<file path="src/rtl/tab_pkg.sv">
package tab_pkg;

    // ************************************************************
    // attribute encodings, ranked weakest to strongest
    // ************************************************************
    localparam logic [2:0] DEV_NORMAL = 3'h0;
    localparam logic [2:0] DEV_GRE    = 3'h1;
    localparam logic [2:0] DEV_NGRE   = 3'h2;
    localparam logic [2:0] DEV_NGNRE  = 3'h3;
    localparam logic [2:0] DEV_NGNRNE = 3'h4;
    localparam logic [1:0] CACHE_WB   = 2'h0;
    localparam logic [1:0] CACHE_WT   = 2'h1;
    localparam logic [1:0] CACHE_NC   = 2'h2;
    localparam logic [1:0] SH_NSH     = 2'h0;
    localparam logic [1:0] SH_ISH     = 2'h1;
    localparam logic [1:0] SH_OSH     = 2'h2;
    // hint triple is {read_alloc_hint, write_alloc_hint, ephemeral_hint}
    localparam logic [2:0] HINT_DEF   = 3'h6;
    localparam logic [2:0] HINT_NONE  = 3'h0;

    typedef struct packed {
        logic [2:0] dev;
        logic [1:0] ic;
        logic [1:0] oc;
        logic [1:0] sh;
        logic [2:0] hi;
        logic [2:0] ho;
    } tab_attr_t;

    typedef enum logic [1:0] {
        CLS_PLAIN,
        CLS_ATS_REQ,
        CLS_ATS_XLT,
        CLS_CMO
    } tab_class_t;

    // ************************************************************
    // supplied-mask bit positions
    // ************************************************************
    localparam int SUP_MT   = 0;
    localparam int SUP_SH   = 1;
    localparam int SUP_HINT = 2;
    localparam int SUP_INST = 3;
    localparam int SUP_ACCESS_LEVEL_MARKER = 4;
    localparam int SUP_NS   = 5;

    // ************************************************************
    // register map
    // ************************************************************
    localparam logic [7:0]  A_CTRL  = 8'h00;
    localparam logic [7:0]  A_GBPA  = 8'h04;
    localparam logic [7:0]  A_SGBPA = 8'h08;
    localparam logic [7:0]  A_IDR   = 8'h0C;
    localparam logic [7:0]  A_STAT  = 8'h10;
    localparam int CTRL_EN  = 0;
    localparam int CTRL_SEN = 1;
    localparam int IDR_FWB  = 0;
    localparam int IDR_SEC  = 1;
    localparam logic        FWB_SUPPORTED  = 1'b1;
    localparam logic        SECURE_PRESENT = 1'b1;

    // bypass attribute register fields
    localparam int GB_MT_SEL  = 0;
    localparam int GB_MT_VAL  = 4;
    localparam int GB_SH      = 12;
    localparam int GB_HINT    = 16;
    localparam int GB_HINT_EN = 19;
    localparam int GB_INST    = 20;
    localparam int GB_ACCESS_LEVEL_MARKER    = 22;
    localparam int GB_NS      = 24;
    localparam logic [31:0] GBPA_MASK = 32'h03FF_37F1;
    // build-time choice: pass everything through as incoming
    localparam logic [31:0] GBPA_RST  = 32'h0000_3000;
    localparam logic [31:0] SGBPA_RST = 32'h0000_3000;
    localparam logic [1:0]  CTRL_RST  = 2'h0;

endpackage

</file>
<file path="src/rtl/tab_attr_unit.sv">
// Local design decisions: the placing of the registers and the address-and-strobe port.
`timescale 1ns/100ps
// Overview of operation
// - direction, fetch, level, security never merged
// - merge outputs stronger of two values
// - stage 2 merges stage 1 or incoming
// - device outranks normal; nGnRnE outranks nGnRE
// - no-allocate and transient rank stronger
// - forced writeback support bit reads 1
// - stage2 forced writeback gives normal WB shareable
// - no-snoop transactions ignore forced writeback
// - forced writeback also covers translation-op results
// - device or fully noncached become outer shareable
// - noncached level gets no-allocate, non-transient
// - cacheable no-allocate both ways is non-transient
// - clean-up also applies to translation-op results
// - disabled translation bypasses with global overrides
// - override field is fixed value or incoming
// - bypass forwards otherwise unchanged
// - cache maintenance hints normalised in bypass
// - ATS requests and translated terminated when disabled
// - enabled translation starts table lookup flow
// - stream security input selects control set
// - bypass security marker from override or incoming; one for non-secure streams
// - bypass registers reset to build-time values
// - defaults for unsupplied incoming attributes
module tab_attr_unit (
    // clock and reset
    input  wire logic                I_CLK_SYS,
    input  wire logic                I_RST,
    // register port
    input  wire logic [7:0]          I_ADDR,
    input  wire logic [31:0]         I_WDATA,
    input  wire logic                I_WR,
    input  wire logic                I_RD,
    output logic      [31:0]         O_RDATA,
    // incoming transaction
    input  wire logic                I_VALID,
    input  wire logic                I_WRITE,
    input  wire logic                I_INSTR,
    input  wire logic                I_ACCESS_LEVEL_MARKER,
    input  wire logic                I_NS,
    input  wire logic                I_SEC_STREAM,
    input  wire tab_pkg::tab_class_t I_CLASS,
    input  wire logic                I_NO_SNOOP,
    input  wire logic                I_XLAT_OP,
    input  wire logic [5:0]          I_SUPPLIED,
    input  wire logic [2:0]          I_DEV,
    input  wire logic [1:0]          I_ICACHE,
    input  wire logic [1:0]          I_OCACHE,
    input  wire logic [1:0]          I_SHARE,
    input  wire logic [2:0]          I_HINT_I,
    input  wire logic [2:0]          I_HINT_O,
    // stage 1 result
    input  wire logic                I_S1_EN,
    input  wire logic [2:0]          I_S1_DEV,
    input  wire logic [1:0]          I_S1_ICACHE,
    input  wire logic [1:0]          I_S1_OCACHE,
    input  wire logic [1:0]          I_S1_SHARE,
    input  wire logic [2:0]          I_S1_HINT_I,
    input  wire logic [2:0]          I_S1_HINT_O,
    // stage 2 result
    input  wire logic                I_S2_EN,
    input  wire logic                I_S2_FWB,
    input  wire logic [2:0]          I_S2_DEV,
    input  wire logic [1:0]          I_S2_ICACHE,
    input  wire logic [1:0]          I_S2_OCACHE,
    input  wire logic [1:0]          I_S2_SHARE,
    // outgoing transaction
    output logic                     O_VALID,
    output logic [2:0]               O_DEV,
    output logic [1:0]               O_ICACHE,
    output logic [1:0]               O_OCACHE,
    output logic [1:0]               O_SHARE,
    output logic [2:0]               O_HINT_I,
    output logic [2:0]               O_HINT_O,
    output logic                     O_INSTR,
    output logic                     O_ACCESS_LEVEL_MARKER,
    output logic                     O_NS,
    output logic                     O_BYPASS,
    output logic                     O_TERMINATE,
    output logic                     O_XLATE,
    output logic                     O_XLAT_OP
);

    // ************************************************************
    // merge and clean-up
    // ************************************************************
    function automatic tab_pkg::tab_attr_t f_comb(input tab_pkg::tab_attr_t a,
                                                  input tab_pkg::tab_attr_t b);
        tab_pkg::tab_attr_t r;
        r.dev = (a.dev > b.dev) ? a.dev : b.dev;
        r.ic  = (a.ic > b.ic) ? a.ic : b.ic;
        r.oc  = (a.oc > b.oc) ? a.oc : b.oc;
        r.sh  = (a.sh > b.sh) ? a.sh : b.sh;
        r.hi  = {a.hi[2:1] & b.hi[2:1], a.hi[0] | b.hi[0]};
        r.ho  = {a.ho[2:1] & b.ho[2:1], a.ho[0] | b.ho[0]};
        return r;
    endfunction

    function automatic logic [2:0] f_lvl(input logic [1:0] c, input logic [2:0] h);
        logic [2:0] r;
        r = h;
        if (c == tab_pkg::CACHE_NC) begin
            r = tab_pkg::HINT_NONE;
        end else if (h[2:1] == 2'h0) begin
            r[0] = 1'b0;
        end
        return r;
    endfunction

    function automatic tab_pkg::tab_attr_t f_fix(input tab_pkg::tab_attr_t a);
        tab_pkg::tab_attr_t r;
        r = a;
        if (a.dev != tab_pkg::DEV_NORMAL) begin
            r.sh = tab_pkg::SH_OSH;
            r.hi = tab_pkg::HINT_NONE;
            r.ho = tab_pkg::HINT_NONE;
        end else begin
            if (a.ic == tab_pkg::CACHE_NC && a.oc == tab_pkg::CACHE_NC) begin
                r.sh = tab_pkg::SH_OSH;
            end
            r.hi = f_lvl(a.ic, a.hi);
            r.ho = f_lvl(a.oc, a.ho);
        end
        return r;
    endfunction

    // ************************************************************
    // registers
    // ************************************************************
    logic [1:0]  ctrl_q;
    logic [31:0] gbpa_q;
    logic [31:0] sgbpa_q;
    logic [15:0] byp_cnt_q;
    logic [15:0] term_cnt_q;

    // ************************************************************
    // control selection and incoming defaults
    // ************************************************************
    wire        sec    = tab_pkg::SECURE_PRESENT & I_SEC_STREAM;
    wire        ctl_en = sec ? ctrl_q[tab_pkg::CTRL_SEN] : ctrl_q[tab_pkg::CTRL_EN];
    wire [31:0] g      = sec ? sgbpa_q : gbpa_q;
    wire        is_ats = (I_CLASS == tab_pkg::CLS_ATS_REQ) || (I_CLASS == tab_pkg::CLS_ATS_XLT);
    wire        term   = ~ctl_en & is_ats;
    wire        fwb_on = tab_pkg::FWB_SUPPORTED & I_S2_FWB & ~I_NO_SNOOP;

    // unsupplied attributes take the constructed defaults
    tab_pkg::tab_attr_t inc;
    assign inc.dev = I_SUPPLIED[tab_pkg::SUP_MT] ? I_DEV : tab_pkg::DEV_NORMAL;
    assign inc.ic  = I_SUPPLIED[tab_pkg::SUP_MT] ? I_ICACHE : tab_pkg::CACHE_WB;
    assign inc.oc  = I_SUPPLIED[tab_pkg::SUP_MT] ? I_OCACHE : tab_pkg::CACHE_WB;
    assign inc.sh  = I_SUPPLIED[tab_pkg::SUP_SH] ? I_SHARE : tab_pkg::SH_NSH;
    assign inc.hi  = I_SUPPLIED[tab_pkg::SUP_HINT] ? I_HINT_I : tab_pkg::HINT_DEF;
    assign inc.ho  = I_SUPPLIED[tab_pkg::SUP_HINT] ? I_HINT_O : tab_pkg::HINT_DEF;
    wire inc_inst  = I_SUPPLIED[tab_pkg::SUP_INST] & I_INSTR & ~I_WRITE;
    wire inc_access_level_marker  = I_SUPPLIED[tab_pkg::SUP_ACCESS_LEVEL_MARKER] & I_ACCESS_LEVEL_MARKER;
    wire inc_ns    = ~I_SUPPLIED[tab_pkg::SUP_NS] | I_NS;
    wire inc_cache = (inc.dev == tab_pkg::DEV_NORMAL) &&
                     !(inc.ic == tab_pkg::CACHE_NC && inc.oc == tab_pkg::CACHE_NC);

    // ************************************************************
    // bypass path
    // ************************************************************
    wire       mt_sel = g[tab_pkg::GB_MT_SEL];
    wire [6:0] mt_val = g[tab_pkg::GB_MT_VAL +: 7];
    wire [1:0] sh_ov  = g[tab_pkg::GB_SH +: 2];
    wire       hint_en = g[tab_pkg::GB_HINT_EN];
    wire [1:0] inst_ov = g[tab_pkg::GB_INST +: 2];
    wire [1:0] access_level_marker_ov = g[tab_pkg::GB_ACCESS_LEVEL_MARKER +: 2];
    wire [1:0] ns_ov   = g[tab_pkg::GB_NS +: 2];
    // a type made cacheable by override restarts from default hints
    wire [2:0] hint_in = (mt_sel && !inc_cache) ? tab_pkg::HINT_DEF : inc.hi;
    wire [2:0] hint_io = (mt_sel && !inc_cache) ? tab_pkg::HINT_DEF : inc.ho;
    // cache maintenance drops client hints so they cannot steer allocation
    wire       is_cmo  = (I_CLASS == tab_pkg::CLS_CMO);
    wire [2:0] hint_bi = is_cmo ? tab_pkg::HINT_DEF :
                         (hint_en ? g[tab_pkg::GB_HINT +: 3] : hint_in);
    wire [2:0] hint_bo = is_cmo ? tab_pkg::HINT_DEF :
                         (hint_en ? g[tab_pkg::GB_HINT +: 3] : hint_io);

    tab_pkg::tab_attr_t byp;
    assign byp.dev = mt_sel ? mt_val[6:4] : inc.dev;
    assign byp.ic  = mt_sel ? mt_val[3:2] : inc.ic;
    assign byp.oc  = mt_sel ? mt_val[1:0] : inc.oc;
    assign byp.sh  = (sh_ov == 2'h3) ? inc.sh : sh_ov;
    assign byp.hi  = hint_bi;
    assign byp.ho  = hint_bo;
    // code 2 forces 0, code 3 forces 1, else incoming; writes are always data
    wire byp_inst = ~I_WRITE & (inst_ov[1] ? inst_ov[0] : inc_inst);
    wire byp_access_level_marker = access_level_marker_ov[1] ? access_level_marker_ov[0] : inc_access_level_marker;
    wire byp_ns   = ~sec | (ns_ov[1] ? ns_ov[0] : inc_ns);

    // ************************************************************
    // translation path
    // ************************************************************
    tab_pkg::tab_attr_t s1a;
    tab_pkg::tab_attr_t s1c;
    tab_pkg::tab_attr_t s1m;
    tab_pkg::tab_attr_t s2b;
    tab_pkg::tab_attr_t src;
    tab_pkg::tab_attr_t s2c;
    tab_pkg::tab_attr_t s2f;
    tab_pkg::tab_attr_t xlt;
    assign s1a = '{dev: I_S1_DEV, ic: I_S1_ICACHE, oc: I_S1_OCACHE, sh: I_S1_SHARE,
                   hi: I_S1_HINT_I, ho: I_S1_HINT_O};
    assign s1c = f_comb(inc, s1a);
    // stage 1 replaces type and sharing; client hints survive only if cacheable
    assign s1m = '{dev: s1a.dev, ic: s1a.ic, oc: s1a.oc, sh: s1a.sh,
                   hi: inc_cache ? s1c.hi : s1a.hi, ho: inc_cache ? s1c.ho : s1a.ho};
    // stage 2 carries no hints: neutral defaults leave them as they are
    assign s2b = '{dev: I_S2_DEV, ic: I_S2_ICACHE, oc: I_S2_OCACHE, sh: I_S2_SHARE,
                   hi: tab_pkg::HINT_DEF, ho: tab_pkg::HINT_DEF};
    assign src = I_S1_EN ? s1m : inc;
    assign s2c = f_comb(src, s2b);
    assign s2f = '{dev: tab_pkg::DEV_NORMAL, ic: tab_pkg::CACHE_WB, oc: tab_pkg::CACHE_WB,
                   sh: (src.sh > tab_pkg::SH_ISH) ? src.sh : tab_pkg::SH_ISH,
                   hi: src.hi, ho: src.ho};
    // translation-op results use this same path, so they see the override too
    assign xlt = I_S2_EN ? (fwb_on ? s2f : s2c) : src;

    // ************************************************************
    // output selection and registers
    // ************************************************************
    tab_pkg::tab_attr_t fin;
    assign fin = f_fix(ctl_en ? xlt : byp);
    // permission markers bypass every merge and pass as resolved
    wire out_inst = ctl_en ? inc_inst : byp_inst;
    wire out_access_level_marker = ctl_en ? inc_access_level_marker : byp_access_level_marker;
    wire out_ns   = ctl_en ? (~sec | inc_ns) : byp_ns;

    always_ff @(posedge I_CLK_SYS or posedge I_RST) begin
        if (I_RST) begin
            O_VALID     <= 1'b0;
            O_DEV       <= tab_pkg::DEV_NORMAL;
            O_ICACHE    <= tab_pkg::CACHE_WB;
            O_OCACHE    <= tab_pkg::CACHE_WB;
            O_SHARE     <= tab_pkg::SH_NSH;
            O_HINT_I    <= tab_pkg::HINT_NONE;
            O_HINT_O    <= tab_pkg::HINT_NONE;
            O_INSTR     <= 1'b0;
            O_ACCESS_LEVEL_MARKER      <= 1'b0;
            O_NS        <= 1'b1;
            O_BYPASS    <= 1'b0;
            O_TERMINATE <= 1'b0;
            O_XLATE     <= 1'b0;
            O_XLAT_OP   <= 1'b0;
        end else begin
            O_VALID     <= I_VALID;
            O_DEV       <= fin.dev;
            O_ICACHE    <= fin.ic;
            O_OCACHE    <= fin.oc;
            O_SHARE     <= fin.sh;
            O_HINT_I    <= fin.hi;
            O_HINT_O    <= fin.ho;
            O_INSTR     <= out_inst;
            O_ACCESS_LEVEL_MARKER      <= out_access_level_marker;
            O_NS        <= out_ns;
            O_BYPASS    <= I_VALID & ~ctl_en & ~term;
            O_TERMINATE <= I_VALID & term;
            O_XLATE     <= I_VALID & ctl_en;
            O_XLAT_OP   <= I_VALID & I_XLAT_OP;
        end
    end

    // ************************************************************
    // register port
    // ************************************************************
    wire wr_ctrl  = I_WR && (I_ADDR == tab_pkg::A_CTRL);
    wire wr_gbpa  = I_WR && (I_ADDR == tab_pkg::A_GBPA);
    wire wr_sgbpa = I_WR && (I_ADDR == tab_pkg::A_SGBPA) && tab_pkg::SECURE_PRESENT;
    wire [31:0] idr = {30'h0, tab_pkg::SECURE_PRESENT, tab_pkg::FWB_SUPPORTED};
    wire [31:0] rd_mux =
        (I_ADDR == tab_pkg::A_CTRL)  ? {30'h0, ctrl_q} :
        (I_ADDR == tab_pkg::A_GBPA)  ? gbpa_q :
        (I_ADDR == tab_pkg::A_SGBPA) ? sgbpa_q :
        (I_ADDR == tab_pkg::A_IDR)   ? idr :
        (I_ADDR == tab_pkg::A_STAT)  ? {term_cnt_q, byp_cnt_q} : 32'h0000_0000;

    always_ff @(posedge I_CLK_SYS or posedge I_RST) begin
        if (I_RST) begin
            ctrl_q  <= tab_pkg::CTRL_RST;
            gbpa_q  <= tab_pkg::GBPA_RST;
            sgbpa_q <= tab_pkg::SECURE_PRESENT ? tab_pkg::SGBPA_RST : 32'h0000_0000;
            O_RDATA <= 32'h0000_0000;
        end else begin
            if (wr_ctrl) begin
                ctrl_q <= I_WDATA[1:0];
            end
            if (wr_gbpa) begin
                gbpa_q <= I_WDATA & tab_pkg::GBPA_MASK;
            end
            if (wr_sgbpa) begin
                sgbpa_q <= I_WDATA & tab_pkg::GBPA_MASK;
            end
            O_RDATA <= I_RD ? rd_mux : 32'h0000_0000;
        end
    end

    // event counters wrap; software takes differences
    always_ff @(posedge I_CLK_SYS or posedge I_RST) begin
        if (I_RST) begin
            byp_cnt_q  <= 16'h0000;
            term_cnt_q <= 16'h0000;
        end else begin
            byp_cnt_q  <= byp_cnt_q + 16'((I_VALID && !ctl_en && !term) ? 1 : 0);
            term_cnt_q <= term_cnt_q + 16'((I_VALID && term) ? 1 : 0);
        end
    end
endmodule

</file>
<file path="config.mk">
export PLATFORM = sky130hd
export DESIGN_NAME = tab_attr_unit
export DESIGN_NICKNAME = d
export VERILOG_FILES = /design/src/rtl/tab_pkg.sv /design/src/rtl/tab_attr_unit.sv
export SDC_FILE = /design/constraint.sdc
export NUM_CORES = 1
export LEC_CHECK = 0
export ABC_AREA = 1
export BUFFER_PORTS_ARGS = -buffer_cell sky130_fd_sc_hd__clkbuf_2
export CAP_MARGIN = 10
export CORE_MARGIN = 2
export CORE_UTILIZATION = 39
export DETAILED_ROUTE_END_ITERATION = 8
export PLACE_DENSITY_LB_ADDON = 0.15
export SLEW_MARGIN = 20
export SYNTH_ARGS = -nofsm -noshare
export SYNTH_HDL_FRONTEND = slang
export SYNTH_SLANG_ARGS = --single-unit
</file>
<file path="constraint.sdc">
create_clock -name I_CLK_SYS -period 4.35 [get_ports I_CLK_SYS]
set_input_delay 0.435 -clock I_CLK_SYS [delete_from_list [all_inputs] [get_ports I_CLK_SYS]]
set_output_delay 0.435 -clock I_CLK_SYS [all_outputs]
set_load 0.02 [all_outputs]
</file>
After elaboration in Yosys (flattened, before gate mapping)
Cells that the tools add are included.
{"block": "word_totals", "wordCells": 134, "ff_bits": 129, "in_bits": 102}
{"block": "op_classes", "n_reduce_logical": 20, "bitwise_logic": 24, "n_addsub": 2, "order_cmp": 5, "n_mux": 51, "eq_ne": 12}
{"op": "32-bit two-way mux", "count": 6}
{"op": "15-bit two-way mux", "count": 4}
{"op": "3-bit two-way mux", "count": 13}
{"op": "16-bit by 1-bit adder with 16-bit output", "count": 2}
{"op": "2-bit two-way mux", "count": 13}
{"op": "26-bit two-way mux", "count": 1}
{"op": "8-bit by 4-bit equality test with 1-bit output, second input constant", "count": 2}
{"op": "2-bit equality test, second input constant", "count": 7}
{"op": "1-bit two-way mux", "count": 13}
{"op": "1-bit AND", "count": 11}
{"op": "1-bit logical AND", "count": 10}
{"op": "8-bit by 3-bit equality test with 1-bit output, second input constant", "count": 1}
{"op": "8-bit by 5-bit equality test with 1-bit output, second input constant", "count": 1}
{"op": "8-bit logical NOT", "count": 1}
{"op": "8-bit two-way mux", "count": 1}
{"op": "2-bit greater-than comparator", "count": 3}
{"op": "1-bit inverter", "count": 6}
{"op": "1-bit bitwise OR", "count": 5}
{"op": "2-bit AND", "count": 2}
{"op": "1-bit logical NOT", "count": 4}
{"op": "2-bit logical NOT", "count": 2}
{"op": "3-bit greater-than comparator", "count": 1}
{"op": "3-bit logical NOT", "count": 1}
{"op": "3-bit nonzero test", "count": 1}
{"op": "3 further kinds", "count": 3}

Logic depth before layout (Yosys ltp)
Gate-level depths: netlist (run 1).
{"block": "depth", "ltp_word": 16, "depth_mapped": 19, "depth_no_buf": 18}

Least setup slack after synthesis (run 1)
OpenSTA, ideal clock, no wires.
{"block": "synth_timing", "kind": "in2reg", "start": "input I_SEC_STREAM", "end": "register term_cnt_q[14]", "arrival_time_ns": 2.474, "stages": 17, "setup_ns": 0.079, "setup_slack_ns": 1.797, "required_time_ns": 4.271, "path_buffers": 3, "path_cell_list": "buf_6 -> nand2_1 -> o21ai_4 -> inv_2 -> buf_4 -> buf_2 -> nand2_1 -> nor2_1 -> ha_1 -> ha_1 -> nand3_1 -> nor2_1 -> nand4_1 -> nor2_1 -> nand4_1 -> nor2_1 -> xor2_1"}
{"block": "synth_via", "elab_chain_len": 6}
{"item": "start: declaration", "line_no": "tab_attr_unit.sv:43", "rtl": "input wire logic I_SEC_STREAM,"}
{"item": "1-bit two-way mux", "line_no": "tab_attr_unit.sv:142", "rtl": "wire ctl_en = sec ? ctrl_q[tab_pkg::CTRL_SEN] : ctrl_q[tab_pkg::CTRL_EN];"}
{"item": "1-bit inverter", "line_no": "tab_attr_unit.sv:145", "rtl": "wire term = ~ctl_en & is_ats;"}
{"item": "1-bit AND", "line_no": "tab_attr_unit.sv:145"}
{"item": "1-bit logical AND", "line_no": "tab_attr_unit.sv:307", "rtl": "term_cnt_q <= term_cnt_q + 16'((I_VALID && term) ? 1 : 0);"}
{"item": "1-bit two-way mux", "line_no": "tab_attr_unit.sv:307"}
{"item": "16-bit by 1-bit adder with 16-bit output", "line_no": "tab_attr_unit.sv:307"}
{"item": "end signal: assignment", "line_no": "tab_attr_unit.sv:307"}
{"item": "end: declaration", "line_no": "tab_attr_unit.sv:136", "rtl": "logic [15:0] term_cnt_q;"}
Every way passes these cells.
A chain may end at the register's enable or synchronous reset.

Worst setup path after layout (run 1)
{"block": "layout_timing", "start": "register ctrl_q[1]", "end": "register byp_cnt_q[14]"}
{"block": "layout_via", "elab_chain_len": 7, "word_cells_on_any_way": 9, "classes_between": "add/sub: 1; mux: 2; bitwise: 2; reduce/logical: 4"}
{"item": "start: declaration", "line_no": "tab_attr_unit.sv:132", "rtl": "logic [1:0] ctrl_q;"}
{"item": "start signal: assignment", "line_no": "tab_attr_unit.sv:282", "rtl": "ctrl_q <= tab_pkg::CTRL_RST;"}
{"item": "start signal: assignment", "line_no": "tab_attr_unit.sv:288", "rtl": "ctrl_q <= I_WDATA[1:0];"}
{"item": "1-bit two-way mux *", "line_no": "tab_attr_unit.sv:142"}
{"item": "1-bit inverter", "line_no": "tab_attr_unit.sv:145"}
{"item": "1-bit AND", "line_no": "tab_attr_unit.sv:145"}
{"item": "1-bit logical NOT", "line_no": "tab_attr_unit.sv:306", "rtl": "byp_cnt_q <= byp_cnt_q + 16'((I_VALID && !ctl_en && !term) ? 1 : 0);"}
{"item": "1-bit logical AND *", "line_no": "tab_attr_unit.sv:306"}
{"item": "1-bit two-way mux *", "line_no": "tab_attr_unit.sv:306"}
{"item": "16-bit by 1-bit adder with 16-bit output *", "line_no": "tab_attr_unit.sv:306"}
{"item": "end signal: assignment", "line_no": "tab_attr_unit.sv:306"}
{"item": "end: declaration", "line_no": "tab_attr_unit.sv:135", "rtl": "logic [15:0] byp_cnt_q;"}
Mark *: on every way between the ends. The rest lies on a longest branch, timed or not.

==> results of run 1 <==
## layer usage
layer  wire length, um  vias to the layer above
li1                  -                     2850
met1              8250                     2659
met2              7870                      146
met3               741                       20
met4               331                        0
met5                 0                        -
## worst min-delay path by stage
stage                         from  slack, ns             end
detailed placement   byp_cnt_q[15]       0.46   byp_cnt_q[15]
CTS                          I_RST       0.14     O_ICACHE[1]
finish                       I_RST       0.11     O_ICACHE[1]
global placement    term_cnt_q[14]       0.46  term_cnt_q[14]
global route               I_VALID       0.15         O_VALID
floorplan           term_cnt_q[14]       0.44  term_cnt_q[14]
## cell families after synthesis
kind of cell               after synthesis
AOI/OAI and AO/OA                      129
xor gates and xnor gates                27
adders and majority gates               16
buffers and inverters                  149
DFF                                    129
muxes                                    3
and+or+nand+nor                        353
## registers in the layout, indices dropped and copies added (netlist names), 2 cells and up
name / count
O_DEV: 3
O_HINT_I: 3
O_HINT_O: 3
O_ICACHE: 2
O_OCACHE: 2
O_RDATA: 32
O_SHARE: 2
byp_cnt_q: 16
ctrl_q: 2
gbpa_q: 20
sgbpa_q: 20
term_cnt_q: 16
## synthesized netlist by cell type (3+ instances only)
cell / n
ha_1: 16
o21bai_1: 3
o211ai_1: 20
nand3_1: 38
nand2_2: 12
buf_6: 5
nand3_2: 5
inv_2: 6
xor2_1: 27
o21ai_0: 41
o21ai_1: 37
o221ai_1: 4
nand4_1: 8
a21oi_1: 12
inv_1: 116
dfstp_2: 5
buf_2: 12
dfrtp_1: 124
nand2_1: 214
nor3_1: 12
nor3_2: 5
buf_4: 3
clkbuf_1: 4
nor2_1: 50
## worst max-delay path, stage by stage, from the launching register on
cell and delay [ns]:
dfrtp_1 0.39, nand2_1 0.11, o21ai_4 0.17, nor3_1 0.41, ha_1 0.28, ha_1 0.19, nand3_1 0.13, nor3_2 0.20
nand3_1 0.16, nor3_2 0.23, nand4_1 0.14, xor2_1 0.16
## per-stage QoR
stage / hold WS (ns) / area [sq um] / setup slack (ns) / cells
6_report: 0.106 / 8150 / 1.64 / 1182
2_1_floorplan: 0.442 / 6650 / 0.482 / 806
5_1_grt: 0.146 / 8150 / 1.41 / 1182
3_5_place_dp: 0.461 / 7530 / 1.33 / 1150
3_3_place_gp: 0.457 / 7530 / 1.39 / 1150
4_1_cts: 0.141 / 8150 / 1.61 / 1182
## final cells by class
type	count	area share (%)
Tap cell	220	3.38
Timing Repair Buffer	149	9.42
Inverter	124	5.82
Sequential cell	129	39.7
Clock inverter	8	1.55
Clock buffer	24	6.03
Multi-Input combinational cell	528	34.1
## power by group through the flow
stage	clock (mW)	combinational, mW	sequential (mW)
after CTS	1.50	0.445	1.41
after global routing	1.55	0.504	1.42
after global placement	0	0.433	1.42
final	1.48	0.438	1.41
after floorplan	0	0.279	1.43
after detailed placement	0	0.441	1.42
==> reports/metrics.cfg, run 1 <==
[route]
dr.pass1.iters = 4
route.detailed.drc = 0
wire_per_inst_um = 14.5
drt_iter0_drc = 352
vias_per_cell = 4.80
vias = 5675
drt-total-wl_um = 17200
final_antenna_net_count = 0

[layout]
register_area_sq_um = 3230
most-common-layout-cells = nand2_1 (214), clkbuf_2 (145), dfrtp_1 (124)
final_common_cell = nand2_1
multiInputGateArea_sq_um = 2780
final_util_pct = 49.0
fill_cells = 1631
diodes = 0
nets = 1067
syn_to_final_growth_pct = 22.6
layout-drive-gt1-share_pct = 23.6

[setup_path]
r2r_setup_slack_ns = 1.64
arrival_ns = 3.01
crit_start = ctrl_q[1]
reg2reg_depth = 11
critPathMaxFanout = 16
cp-start-kind = flop
worst_r2r_startpoint = ctrl_q[1]
r2r-end = byp_cnt_q[14]
endpoint_kind = flop
path_class = reg -> reg
cp.required_ns = 4.65
cp-endpoint = byp_cnt_q[14]

[logic_synthesis]
syn_area_sq_um = 6650
synthTopCellsByArea = dfrtp_1 (47%), nand2_1 (12%), inv_1 (6.5%)
synth_cell_types = 46
postSynthCellCount = 806
synth_warnings = 0
avgSynthCellArea_sq_um = 8.25
ys_ff_latch = 129
netlist.area_leader.share_pct = 46.7
post_synth_xor_area_fraction_pct = 3.56
ys_seq_area_share_pct = 48.7
synth_compound_area_share_pct = 11.5
synthAdderAreaFrac_pct = 3.01
async_reset_ff_share_pct = 100
synth_top_family_by_area = simple AND/OR/NAND/NOR gates
synth_mux_area_share_pct = 0.471
synthSimpleGateAreaFrac_pct = 23.4
syn_nets = 924
netlist.top_cell.by_area = dfrtp_1
synth_ff_type = dfrtp_1
synth-edff-count = 0

[sta]
slew_headroom_pct = 47.5
setup_viol = 0
drv_slew = 0
fmax_mhz = 369
hold_viol = 0
setup_tns_ns = 0
finClkSkew_ns = 0.00560
min_period_ns = 2.71
rsz0062_at_grt = no
tightest_slew_ns = 0.785
min_period_over_period_pct = 62.4

[die]
die_h_um = 135
die_x_um = 135
rows = 47
die-area_sq_um = 18100
ioPinCount = 157
core_sq_um = 16600
start_util_pct = 39.9

[global_route]
antenna_found_initial = 0
gr-usage-met3_pct = 4.35
met1_usage_pct = 27.4
grt.busiest_layer = met2
grt_pass1_vias = 5596
grt_max_degree = 75
met2_usage_pct = 30.9
grt_pass1_wl_um = 27900
grt_use_total_pct = 19.9
grt_overflow_total = 0

[placed_design]
place_congestion = 0.863
port_buffers = 145
dp_hpwl_um = 12400

[clock_tree]
clockBufferDepth = 2
post-cts-setup-buffers = 0
cts_root_buf = clkbuf_16
clk_latency_ns = 0.42
cts_resized = 0
cts_tree = built
cts_buffers = 17
cts_sinks = 129
holdBufCountCts = 0
clk_transition_reported_paths_ns = 0.06
cts_max_level = 4

[outcome]
outcome = finished, final reports clean

[pwr]
power.switching_uw = 894
power_frac_clock_pct = 44.6
p_comb_share_pct = 13.2
p_int_mw = 2.44
pwr-share-seq_pct = 42.3
cellLeakagePower_nw = 4.51
vdd_drop_max_uv = 327
power_mw = 3.33
switching_share_pct = 26.8
power_density_nw_per_um2 = 408

[worst_hold_path]
hold_class = in -> async

[job]
cap_viol_max_count = 0

(Power assumes the default switching activity.)
==> run 2, diff against run 1 <==
Clock period 4.35 ns to 2.3 ns, I/O delays scaled along.
==> reports/metrics.cfg, run 2 (same netlist as run 1, synthesis figures left out) <==
[outcome]
outcome = finished, final reports clean

[die]
die_x_um = 135  ; unchanged
core_sq_um = 16600  ; unchanged
die_h_um = 135  ; unchanged
ioPinCount = 157  ; unchanged
die-area_sq_um = 18100  ; unchanged
rows = 47  ; unchanged
start_util_pct = 39.9  ; unchanged

[route]
route.met3.wl_um = 890  ; +20%
met2_length_um = 8280  ; +5.2%
drt-met1-wl_um = 8020  ; -2.8%
drt_iter0_drc = 337  ; -4.3%
wire_per_inst_um = 14.4  ; -1.2%
top_layer = met4
drt-total-wl_um = 17400  ; +1.4%
vias = 5838  ; +2.9%
final_antenna_net_count = 0  ; unchanged
route.detailed.drc = 0  ; unchanged
dr.pass1.iters = 5  ; +1
vias_per_cell = 4.81  ; +0.16%

[clock_tree]
cts_max_level = 4  ; unchanged
cts_sinks = 129  ; unchanged
clk_transition_reported_paths_ns = 0.06  ; about the same
cts_root_buf = clkbuf_16
cts_buffers = 17  ; unchanged
cts_tree = built
clk_latency_ns = 0.42  ; about the same
clockBufferDepth = 2  ; unchanged

[placed_design]
place_area_sq_um = 7780  ; +3.3%
port_buffers = 145  ; unchanged
dp.cells = 1176  ; +2.3%
dp_hpwl_um = 12800  ; +3.6%
place_congestion = 0.861  ; -0.17%

[sta]
tightest_slew_ns = 0.796  ; +0.0110 ns
finClkSkew_ns = 0.00508  ; -0.000520 ns
setup_tns_ns = 0  ; unchanged
min_period_ns = 2.22  ; -0.491 ns
setup_viol = 0  ; unchanged
fin_hold_ws_ns = 0.0135  ; -0.0921 ns
slew_headroom_pct = 46.7  ; -0.74 points
fmax_mhz = 450  ; +22%
min_period_over_period_pct = 96.6  ; +34 points
rsz0062_at_grt = yes
hold_viol = 0  ; unchanged
drv_slew = 0  ; unchanged

[layout]
nets = 1099  ; +3.0%
largest_reg_flops = 32  ; unchanged
diodes = 0  ; unchanged
reg_top3 = O_RDATA (32), gbpa_q (20), sgbpa_q (20)
layout-drive-gt1-share_pct = 26.8  ; +3.2 points
syn_to_final_growth_pct = 27.9
top_register = O_RDATA
layout.cells.non_filler = 1214  ; +2.7%
final_cell_area_sq_um = 8500  ; +4.3%
final_common_cell = nand2_1
most-common-layout-cells = nand2_1 (212), clkbuf_2 (145), dfrtp_1 (124)

[global_route]
antenna_found_initial = 0  ; unchanged
grt_use_total_pct = 20.0  ; +0.079 points
grt_pass1_vias = 5501  ; -1.7%
grt_pass1_wl_um = 27900  ; about the same
grt_overflow_total = 0  ; unchanged
grt_max_degree = 73  ; -2.7%

[setup_path]
arrival_ns = 2.53  ; -0.48 ns
path_class = reg -> reg
cp-start-kind = flop
critPathMaxFanout = 3  ; -13
endpoint_kind = flop
cp.required_ns = 2.60  ; -2.05 ns

[job]
cap_viol_max_count = 0  ; unchanged

[pwr]
cellLeakagePower_nw = 4.67  ; +3.6%
p_int_mw = 4.65  ; +91%
power_mw = 6.37  ; +91%
power.switching_mw = 1.71  ; +92%
p_comb_share_pct = 14.1  ; +0.9 points
vdd_drop_max_uv = 505  ; +54%
power_density_nw_per_um2 = 749  ; +83%
switching_share_pct = 26.9  ; +0.075 points
power_frac_clock_pct = 43.7  ; -0.9 points
pwr-share-seq_pct = 42.1  ; -0.2 points

[worst_hold_path]
hold_class = in -> reg

-- run 2: stage by stage --
stage,utilization [%],setup slack [ns]
finish,51.1,0.0773
global route,51.1,-0.0331
CTS,50.7,0.00118
detailed placement,46.8,-0.165
global placement,46.8,-0.105
floorplan,-,0.0164
-- run 2: worst max-delay path: stages, from the launching register on --
cell and delay, ns:
dfrtp_1 0.41, nand2_2 0.10, o21ai_4 0.08, nor3_2 0.17
ha_1 0.21, ha_1 0.16, nand3_1 0.12, nor3_2 0.17
nand3_2 0.13, nor3_4 0.27, nand4_1 0.13, xor2_1 0.16
-- run 2: final cells by class --
cell class	instances	area (sq um)
Timing Repair Buffer	181	1040
Multi-Input combinational cell	528	2860
Fill cell	1622	8140
Sequential cell	129	3230
Tap cell	220	275
Clock inverter	8	126
Clock buffer	24	492
Inverter	124	475
-- run 2: timing repair --
action / CTS / global route
hold endpoints to repair: 9 / 0
gates resized for setup: 1 / 8
setup endpoints to repair: 1 / 5
pin swaps: 0 / 9
hold buffers: 3 / 0
buffers inserted: 0 / 3
-- run 2: worst paths after layout --
path,slack [ns],depth (start not counted),to,start
hold reg to reg,0.47,1,byp_cnt_q[15],byp_cnt_q[15]
setup reg to reg,0.08,11,byp_cnt_q[14],ctrl_q[1]
min in group asynchronous,0.29,3,O_VALID,I_RST
max in group asynchronous,1.34,4,gbpa_q[12],I_RST
hold / removal,0.01,3,O_XLAT_OP,I_XLAT_OP
setup / recovery,0.08,11,byp_cnt_q[14],ctrl_q[1]
-- run 2: power groups by stage --
| stage | sequential (mW) | clock [mW] | combinational (mW) |
|---|---|---|---|
| CTS | 2.67 | 2.84 | 0.895 |
| finish | 2.68 | 2.79 | 0.900 |
| detailed placement | 2.70 | 0 | 0.885 |
| global route | 2.71 | 2.94 | 1.02 |
| global placement | 2.71 | 0 | 0.869 |
| floorplan | 2.71 | 0 | 0.541 |
-- run 2: layer usage --
| layer | vias up | GRT usage [%] |
|---|---|---|
| met2 | 152 | 32.1 |
| met5 | - | 0 |
| met1 | 2751 | 27.2 |
| li1 | 2917 | - |
| met4 | 0 | 5.44 |
| met3 | 18 | 4.73 |
